File: config.mk
export PLATFORM = sky130hd
export DESIGN_NAME = pcimw_master_write
export DESIGN_NICKNAME = d
export VERILOG_FILES = /design/src/pcimw_pkg.sv /design/src/pcimw_word_hold.sv /design/src/pcimw_parity.sv /design/src/pcimw_master_write.sv
export SDC_FILE = /design/constraint.sdc
export NUM_CORES = 1
export LEC_CHECK = 0
export ABC_AREA = 1
export BUFFER_PORTS_ARGS = -buffer_cell sky130_fd_sc_hd__buf_2
export CAP_MARGIN = 20
export CORE_MARGIN = 1
export CORE_UTILIZATION = 30
export CTS_CLUSTER_SIZE = 25
export DETAILED_ROUTE_END_ITERATION = 10
export GPL_TIMING_DRIVEN = 0
export PLACE_DENSITY_LB_ADDON = 0.25
export SLEW_MARGIN = 10
export SYNTH_ARGS = -nofsm -noshare
export SYNTH_HDL_FRONTEND = slang
export SYNTH_SLANG_ARGS = --single-unit
File: constraint.sdc
create_clock -name sys_clk -period 7.5 [get_ports sys_clk]
set_input_delay 1.5 -clock sys_clk [delete_from_list [all_inputs] [get_ports sys_clk]]
set_output_delay 1.5 -clock sys_clk [all_outputs]
set_load 0.1 [all_outputs]
File: src/pcimw_pkg.sv
// Purpose: Shared constants and types for the PCI master write path
// Assumes: 32-bit PCI bus, 32-bit local bus, one clock
// Notes: Burst length width is a plain default
package pcimw_pkg;
    localparam int AD_W = 32;
    localparam int BE_W = 4;
    localparam int LEN_W = 8;
    localparam int WORD_W = AD_W + BE_W;
    localparam int HOLD_DEPTH = 2;
    localparam int CNT_W = 2;
    localparam logic [LEN_W-1:0] LEN_ZERO = 8'h00;
    localparam logic [LEN_W-1:0] LEN_ONE = 8'h01;
    localparam logic [CNT_W-1:0] HOLD_ROOM = 2'h1;
    localparam logic [AD_W-1:0] AD_RESET = 32'h0000_0000;
    localparam logic [BE_W-1:0] BE_RESET = 4'hf;

    typedef enum logic [3:0]
    {
        PCIMW_IDLE = 4'h0,
        PCIMW_ADDR_LOAD = 4'h1,
        PCIMW_BUS_XFER = 4'h2,
        PCIMW_BUS_TERM = 4'h3
    } pcimw_state_t;

    typedef enum logic [1:0]
    {
        PCIMW_CAUSE_NONE = 2'h0,
        PCIMW_CAUSE_NORMAL = 2'h1
    } pcimw_cause_t;
endpackage : pcimw_pkg

File: src/pcimw_word_hold.sv
// Purpose: Two-word hold for write data between local side and bus
// Assumes: Caller never pushes into a full hold
// Notes: Head and count are also given as next values
`timescale 1ns/1ns
`default_nettype none
module pcimw_word_hold (
    input wire logic sys_clk,
    input wire logic rst,
    input wire logic push,
    input wire logic pop,
    input wire logic [pcimw_pkg::WORD_W-1:0] din,
    output logic [pcimw_pkg::CNT_W-1:0] count,
    output logic [pcimw_pkg::CNT_W-1:0] next_count,
    output logic [pcimw_pkg::WORD_W-1:0] next_head
);
    logic [pcimw_pkg::WORD_W-1:0] entry [pcimw_pkg::HOLD_DEPTH];
    logic rd;
    logic wr;

    assign next_count = count + pcimw_pkg::CNT_W'(push) - pcimw_pkg::CNT_W'(pop);

    always_comb
    begin
        if (pop)
            next_head = (count > pcimw_pkg::HOLD_ROOM) ? entry[~rd] : din;
        else
            next_head = (count == '0) ? din : entry[rd];
    end

    always_ff @(posedge sys_clk)
    begin
        if (rst)
        begin
            count <= '0;
            rd <= 1'b0;
            wr <= 1'b0;
        end
        else
        begin
            count <= next_count;
            if (pop)
                rd <= ~rd;
            if (push)
                wr <= ~wr;
        end
    end

    always_ff @(posedge sys_clk)
    begin
        if (push)
            entry[wr] <= din;
    end
endmodule : pcimw_word_hold
`default_nettype wire

File: src/pcimw_parity.sv
// Purpose: Even parity over ad and cben, one clock behind them
// Assumes: Inputs are the registered bus drives
// Notes: Par drive follows ad drive by one clock
`timescale 1ns/1ns
`default_nettype none
module pcimw_parity (
    input wire logic sys_clk,
    input wire logic rst,
    input wire logic [pcimw_pkg::AD_W-1:0] ad,
    input wire logic [pcimw_pkg::BE_W-1:0] cben,
    input wire logic ad_oe_n,
    output logic par_out,
    output logic par_oe_n
);
    always_ff @(posedge sys_clk)
    begin
        if (rst)
        begin
            par_out <= 1'b0;
            par_oe_n <= 1'b1;
        end
        else
        begin
            par_out <= ^{ad, cben};
            par_oe_n <= ad_oe_n;
        end
    end
endmodule : pcimw_parity
`default_nettype wire

File: src/pcimw_master_write.sv
// Purpose: PCI master write sequencing from a 32-bit local master
// Assumes: Single clock; pins are synchronous; no target abort
// Notes: Only normal termination is reported
`timescale 1ns/1ns
`default_nettype none
module pcimw_master_write (
    input wire logic sys_clk,
    input wire logic rst,
    input wire logic local_word_request_n,
    input wire logic [pcimw_pkg::AD_W-1:0] local_ad_in,
    input wire logic [pcimw_pkg::BE_W-1:0] local_cmd_byteen_in,
    input wire logic [pcimw_pkg::LEN_W-1:0] local_burst_len,
    input wire logic local_ready_n,
    output logic local_grant_n,
    output logic local_xfer_strobe_n,
    output logic [3:0] local_master_state,
    output logic [1:0] termination_cause,
    output logic [pcimw_pkg::LEN_W-1:0] burst_remaining_count,
    output logic reqn,
    input wire logic gntn,
    output logic [pcimw_pkg::AD_W-1:0] ad_out,
    output logic ad_oe_n,
    input wire logic [pcimw_pkg::AD_W-1:0] ad_in,
    output logic [pcimw_pkg::BE_W-1:0] cben_out,
    output logic cben_oe_n,
    output logic framen_out,
    output logic framen_oe_n,
    input wire logic framen_in,
    output logic irdyn_out,
    output logic irdyn_oe_n,
    input wire logic irdyn_in,
    input wire logic trdyn_in,
    input wire logic devseln_in,
    output logic par_out,
    output logic par_oe_n
);
    pcimw_pkg::pcimw_state_t state;
    pcimw_pkg::pcimw_state_t next_state;
    pcimw_pkg::pcimw_cause_t cause;
    logic [pcimw_pkg::AD_W-1:0] addr_q;
    logic [pcimw_pkg::BE_W-1:0] cmd_q;
    logic [pcimw_pkg::LEN_W-1:0] len_q;
    logic [pcimw_pkg::LEN_W-1:0] taken;
    logic [pcimw_pkg::LEN_W-1:0] next_taken;
    logic [pcimw_pkg::LEN_W-1:0] next_remaining;
    logic [pcimw_pkg::CNT_W-1:0] hold_count;
    logic [pcimw_pkg::CNT_W-1:0] next_hold_count;
    logic [pcimw_pkg::WORD_W-1:0] next_head;
    logic bus_idle;
    logic push;
    logic phase_done;
    logic start_ok;
    logic next_irdy_low;
    logic next_frame_low;
    logic next_strobe;

    assign local_master_state = state;
    assign termination_cause = cause;
    assign bus_idle = framen_in & irdyn_in;
    assign push = ~local_xfer_strobe_n;
    // Only our own asserted irdyn counts; the pin may still float high
    assign phase_done = (state == pcimw_pkg::PCIMW_BUS_XFER) & ~irdyn_out & ~trdyn_in;
    assign next_remaining = burst_remaining_count - pcimw_pkg::LEN_W'(phase_done);
    assign next_taken = taken + pcimw_pkg::LEN_W'(push);
    assign start_ok = ~local_word_request_n & ~gntn & ~local_grant_n & bus_idle;

    pcimw_word_hold u_hold (
        .sys_clk(sys_clk),
        .rst(rst),
        .push(push),
        .pop(phase_done),
        .din({local_cmd_byteen_in, local_ad_in}),
        .count(hold_count),
        .next_count(next_hold_count),
        .next_head(next_head)
    );

    pcimw_parity u_par (
        .sys_clk(sys_clk),
        .rst(rst),
        .ad(ad_out),
        .cben(cben_out),
        .ad_oe_n(ad_oe_n),
        .par_out(par_out),
        .par_oe_n(par_oe_n)
    );

    always_comb
    begin
        next_state = state;
        case (state)
            pcimw_pkg::PCIMW_IDLE:
                if (start_ok)
                    next_state = pcimw_pkg::PCIMW_ADDR_LOAD;
            pcimw_pkg::PCIMW_ADDR_LOAD:
                // Lost grant or empty burst: give up quietly
                if (~gntn & (len_q != pcimw_pkg::LEN_ZERO))
                    next_state = pcimw_pkg::PCIMW_BUS_XFER;
                else
                    next_state = pcimw_pkg::PCIMW_IDLE;
            pcimw_pkg::PCIMW_BUS_XFER:
                if (next_remaining == pcimw_pkg::LEN_ZERO)
                    next_state = pcimw_pkg::PCIMW_BUS_TERM;
            pcimw_pkg::PCIMW_BUS_TERM:
                next_state = pcimw_pkg::PCIMW_IDLE;
            default:
                next_state = pcimw_pkg::PCIMW_IDLE;
        endcase
    end

    always_comb
    begin
        // Wait state when no word will be held for the bus
        next_irdy_low = (state == pcimw_pkg::PCIMW_BUS_XFER) &
                        (next_state == pcimw_pkg::PCIMW_BUS_XFER) &
                        (next_hold_count != '0);
        next_frame_low = 1'b0;
        if (state == pcimw_pkg::PCIMW_ADDR_LOAD)
            next_frame_low = (next_state == pcimw_pkg::PCIMW_BUS_XFER);
        else if ((next_state == pcimw_pkg::PCIMW_BUS_XFER) & ~framen_out)
            next_frame_low = ~(next_irdy_low & (next_remaining == pcimw_pkg::LEN_ONE));
        // Room check keeps a push from overrunning the two-word hold
        next_strobe = (next_state == pcimw_pkg::PCIMW_BUS_XFER) & ~local_ready_n &
                      (next_hold_count <= pcimw_pkg::HOLD_ROOM) &
                      (next_taken < len_q);
    end

    always_ff @(posedge sys_clk)
    begin
        if (rst)
            state <= pcimw_pkg::PCIMW_IDLE;
        else
            state <= next_state;
    end

    always_ff @(posedge sys_clk)
    begin
        if (rst)
        begin
            addr_q <= pcimw_pkg::AD_RESET;
            cmd_q <= pcimw_pkg::BE_RESET;
            len_q <= pcimw_pkg::LEN_ZERO;
        end
        else if ((state == pcimw_pkg::PCIMW_IDLE) & start_ok)
        begin
            addr_q <= local_ad_in;
            cmd_q <= local_cmd_byteen_in;
            len_q <= local_burst_len;
        end
    end

    always_ff @(posedge sys_clk)
    begin
        if (rst)
            reqn <= 1'b1;
        else if (state == pcimw_pkg::PCIMW_IDLE)
            reqn <= local_word_request_n;
        else if (~framen_out & ~framen_oe_n & local_word_request_n)
            reqn <= 1'b1;
    end

    always_ff @(posedge sys_clk)
    begin
        if (rst)
            local_grant_n <= 1'b1;
        else if (gntn)
            local_grant_n <= 1'b1;
        else if ((state == pcimw_pkg::PCIMW_IDLE) & bus_idle & ~reqn)
            local_grant_n <= 1'b0;
    end

    always_ff @(posedge sys_clk)
    begin
        if (rst)
            local_xfer_strobe_n <= 1'b1;
        else
            local_xfer_strobe_n <= ~next_strobe;
    end

    always_ff @(posedge sys_clk)
    begin
        if (rst)
            taken <= pcimw_pkg::LEN_ZERO;
        // Cleared outside bursts; a stale count would starve the next first strobe
        else if (state != pcimw_pkg::PCIMW_BUS_XFER)
            taken <= pcimw_pkg::LEN_ZERO;
        else
            taken <= next_taken;
    end

    always_ff @(posedge sys_clk)
    begin
        if (rst)
            burst_remaining_count <= pcimw_pkg::LEN_ZERO;
        else if (state == pcimw_pkg::PCIMW_ADDR_LOAD)
            burst_remaining_count <= len_q;
        else
            burst_remaining_count <= next_remaining;
    end

    always_ff @(posedge sys_clk)
    begin
        if (rst)
        begin
            framen_out <= 1'b1;
            framen_oe_n <= 1'b1;
        end
        else
        begin
            framen_out <= ~next_frame_low;
            framen_oe_n <= (next_state != pcimw_pkg::PCIMW_BUS_XFER);
        end
    end

    always_ff @(posedge sys_clk)
    begin
        if (rst)
        begin
            ad_out <= pcimw_pkg::AD_RESET;
            cben_out <= pcimw_pkg::BE_RESET;
            ad_oe_n <= 1'b1;
            cben_oe_n <= 1'b1;
        end
        else
        begin
            ad_oe_n <= (next_state != pcimw_pkg::PCIMW_BUS_XFER);
            cben_oe_n <= (next_state != pcimw_pkg::PCIMW_BUS_XFER);
            if (state == pcimw_pkg::PCIMW_ADDR_LOAD)
            begin
                ad_out <= addr_q;
                cben_out <= cmd_q;
            end
            else if (next_hold_count != '0)
            begin
                // Held word reaches the bus once the pending phase is done
                ad_out <= next_head[pcimw_pkg::AD_W-1:0];
                cben_out <= next_head[pcimw_pkg::WORD_W-1:pcimw_pkg::AD_W];
            end
        end
    end

    always_ff @(posedge sys_clk)
    begin
        if (rst)
        begin
            irdyn_out <= 1'b1;
            irdyn_oe_n <= 1'b1;
        end
        else
        begin
            irdyn_out <= ~next_irdy_low;
            irdyn_oe_n <= (next_state == pcimw_pkg::PCIMW_IDLE) |
                          (next_state == pcimw_pkg::PCIMW_ADDR_LOAD);
        end
    end

    always_ff @(posedge sys_clk)
    begin
        if (rst)
            cause <= pcimw_pkg::PCIMW_CAUSE_NONE;
        else if (state == pcimw_pkg::PCIMW_ADDR_LOAD)
            cause <= pcimw_pkg::PCIMW_CAUSE_NONE;
        else if (phase_done & (next_state == pcimw_pkg::PCIMW_BUS_TERM))
            cause <= pcimw_pkg::PCIMW_CAUSE_NORMAL;
    end
endmodule : pcimw_master_write
`default_nettype wire

==> impl_metrics.py <==
metrics = {
    "outcome": {
        "run_status": "complete, no violations",
    },
    "pwr": {
        "p_leak_nw": 5.13,
        "p_comb_share_pct": 4.0,
        "netSwitchingFraction_pct": 22.4,
        "p_seq_share_pct": 50.5,
        "power_density_nw_per_um2": 183,
        "finalPower_w": 0.00209,
        "vdd_drop_max_mv": 0.161,
        "p_int_w": 0.00162,
        "power.share.clock_pct": 45.5,
        "p_sw_w": 0.000467,
    },
    "synth": {
        "synth-main-ff-cell": "dfxtp_1",
        "yosys_warnings": 0,
        "ys_seq_area_share_pct": 46.3,
        "yosysUniqueCellTypes": 42,
        "async_reset_ff_share_pct": 0,
        "syn_avg_cell_area_um2": 7.35,
        "synth_edf_count": 72,
        "syn_area_um2": 9640,
        "ys_ff_latch": 187,
        "syn_inst": 1311,
    },
    "critical_path": {
        "cp-start-kind": "input pin",
        "arrival_ns": 4.06,
        "path_class": "in2reg",
        "worstPathMaxFanout": 11,
        "cp-end-kind": "flip-flop",
        "critPathRequiredTime_ns": 7.84,
    },
    "die": {
        "core_um2": 31600,
        "die_h_um": 181,
        "die_area_um2": 32900,
        "initial_core_util_pct": 30.6,
        "row_count": 65,
        "io_pins": 146,
        "die_x_um": 181,
    },
    "sta": {
        "post-route-min-period_ns": 3.72,
        "rsz0062_at_grt": "false",
        "fmax_mhz": 269,
        "fin_crit_sh_pct": 49.6,
        "final.setup.worst_slack_ns": 3.78,
        "timing.slew.headroom_pct": 54.5,
        "clock_skew_ns": 0.0108,
        "hold_violations": 0,
        "setup-violations-final": 0,
        "tightest_slew_ns": 0.683,
        "drv_slew": 0,
        "fin_setup_tns_ns": 0,
    },
    "routing": {
        "drt_iter0_drc": 632,
        "drt-total-wl_um": 31400,
        "avgViaCountPerCell": 4.85,
        "wl_per_cell_um": 16.9,
        "vias": 9011,
        "drt_first_pass_iters": 5,
        "drc": 0,
        "final_antenna_net_count": 0,
    },
    "global_route": {
        "grt_max_degree": 22,
        "grt_overflow": 0,
        "grt_pass1_vias": 8508,
        "grt_pass1_wl_um": 48800,
        "antenna_found_initial": 0,
        "grt.total_usage_pct": 19.4,
    },
    "cts": {
        "ctsResizeCount": 0,
        "ctsHoldBuffers": 0,
        "h-tree-depth": 4,
        "ctsLongestPathBuffers": 2,
        "clkTransAtPathRegs_ns": 0.07,
        "clock_latency_ns": 0.45,
        "ctsRootBufferMaster": "clkbuf_16",
        "clock-sinks": 187,
        "postCtsSetupRepairBufs": 0,
        "numCtsBuffers": 17,
        "tritoncts": "built",
    },
    "min_path": {
        "hp-class": "reg2reg",
    },
    "placed_design": {
        "hpwl_um": 24500,
        "portBuffers": 111,
        "dpl_worst_slack_ns": 3.32,
        "routabilityCongestion": 0.848,
        "place_area_um2": 10800,
    },
    "finish": {
        "final_common_cell": "nand2_1",
        "layout-drive-gt1-share_pct": 12.9,
        "n_fill_cell": 3382,
        "fin_nets": 1543,
        "syn2layout_area_growth_pct": 18.1,
        "final_cell_mix": "nand2_1 (365), inv_1 (172), o21ai_0 (140), buf_2 (133), a21oi_1 (117)",
        "antenna_cells": 0,
        "fin_area_um2": 11400,
    },
    "flow_run": {
        "cap_viol_max_count": 0,
    },
}
[synth_stat cells (2+ instances only)]
cell | instances | area (um^2)
nand2_2 | 2 | 12.5
nor2_1 | 85 | 319
nand4_1 | 6 | 37.5
a31oi_1 | 8 | 50.1
inv_1 | 172 | 646
edfxtp_1 | 72 | 2160
inv_2 | 7 | 26.3
or2_0 | 2 | 12.5
nand3_1 | 27 | 135
buf_4 | 5 | 37.5
xor2_1 | 8 | 70.1
buf_1 | 3 | 11.3
o211ai_1 | 45 | 338
clkbuf_1 | 42 | 158
o22ai_1 | 4 | 25.0
xnor2_1 | 7 | 61.3
o21ai_1 | 14 | 70.1
a21oi_1 | 117 | 586
nand2_1 | 365 | 1370
nor3_1 | 3 | 15.0
dfxtp_1 | 115 | 2300
a22oi_1 | 3 | 22.5
buf_2 | 22 | 110
o221ai_1 | 7 | 61.3
o21ai_0 | 140 | 701
o2111ai_1 | 2 | 17.5
ha_1 | 13 | 163
[routing by layer]
layer	vias up	global-route usage, %	wire [um]
li1	4551	-	-
met1	4141	27.2	15300
met2	288	29.9	13600
met3	31	3.99	1930
met4	0	5.90	566
met5	-	0	0
[logic make-up (layout without fill, tap and decap cells)]
| kind of cell | count (synthesis) | after routing | share of synthesized area, % |
|---|---|---|---|
| and+or+nand+nor | 500 | 500 | 20.7 |
| AOI/OAI and AO/OA | 343 | 343 | 19.6 |
| buffers and inverters | 252 | 396 | 10.3 |
| DFF | 187 | 187 | 46.3 |
| xor gates and xnor gates | 15 | 15 | 1.36 |
| adders and majority gates | 13 | 13 | 1.69 |
| other | 1 | 3 | 0.0389 |
[flip-flops by register name, summed over array words and instances (netlist names), 2 cells and up, named ones only]
register	flops
u_hold.entry	72
ad_out	32
addr_q	32
burst_remaining_count	8
len_q	8
taken	8
cben_out	4
cmd_q	4
local_master_state	4
u_hold.count	2
[path summary, 6_finish.rpt]
kind | from | endpoint | slack [ns] | depth (start not counted)
max | trdyn_in | ad_out[5]$_SDFFE_PP0P_ | 3.78 | 15
min | addr_q[31]$_SDFFE_PP0P_ | addr_q[31]$_SDFFE_PP0P_ | 0.46 | 2
max reg2reg | local_master_state[3]$_SDFF_PP0_ | ad_out[5]$_SDFFE_PP0P_ | 4.29 | 16
min reg2reg | addr_q[31]$_SDFFE_PP0P_ | addr_q[31]$_SDFFE_PP0P_ | 0.46 | 2
[worst max-delay path, stage by stage]
cell and delay [ns]:
buf_2 0.11, nor3_4 0.36, buf_2 0.36, ha_1 0.29, inv_1 0.06, ha_1 0.21, inv_1 0.08, nand3_2 0.21
nand2_2 0.17, inv_2 0.08, buf_2 0.20, nand2_1 0.15, o221ai_1 0.13, nand2_1 0.09, inv_1 0.04
[through the flow]
step	std cells	hold slack [ns]	util, %
final	1859	0.455	36.1
after global routing	1859	0.474	36.1
after CTS	1859	0.457	36.1
after detailed placement	1828	0.446	34.2
after global placement	1826	0.442	33.9
after floorplan	1313	0.430	-
[power by group through the flow]
| stage | sequential, W | combinational (W) | clock, W |
|---|---|---|---|
| global placement | 0.00108 | 0.0000812 | 0 |
| CTS | 0.00105 | 0.0000825 | 0.000967 |
| global route | 0.00105 | 0.0000909 | 0.00101 |
| finish | 0.00105 | 0.0000830 | 0.000950 |
| floorplan | 0.00108 | 0.0000344 | 0 |
| detailed placement | 0.00108 | 0.0000823 | 0 |
[cell type report]
cell class	count	area (um^2)	share of cell area, %
plain buffers	72	317	2.78
repair buffers	113	611	5.36
flip-flops and latches	187	4460	39.2
well taps	402	503	4.42
inverters	180	676	5.93
clock inverters	14	183	1.60
multi-input cells	874	4210	37.0
clock buffers	17	425	3.74
Power figures use the tool's default switching activity.
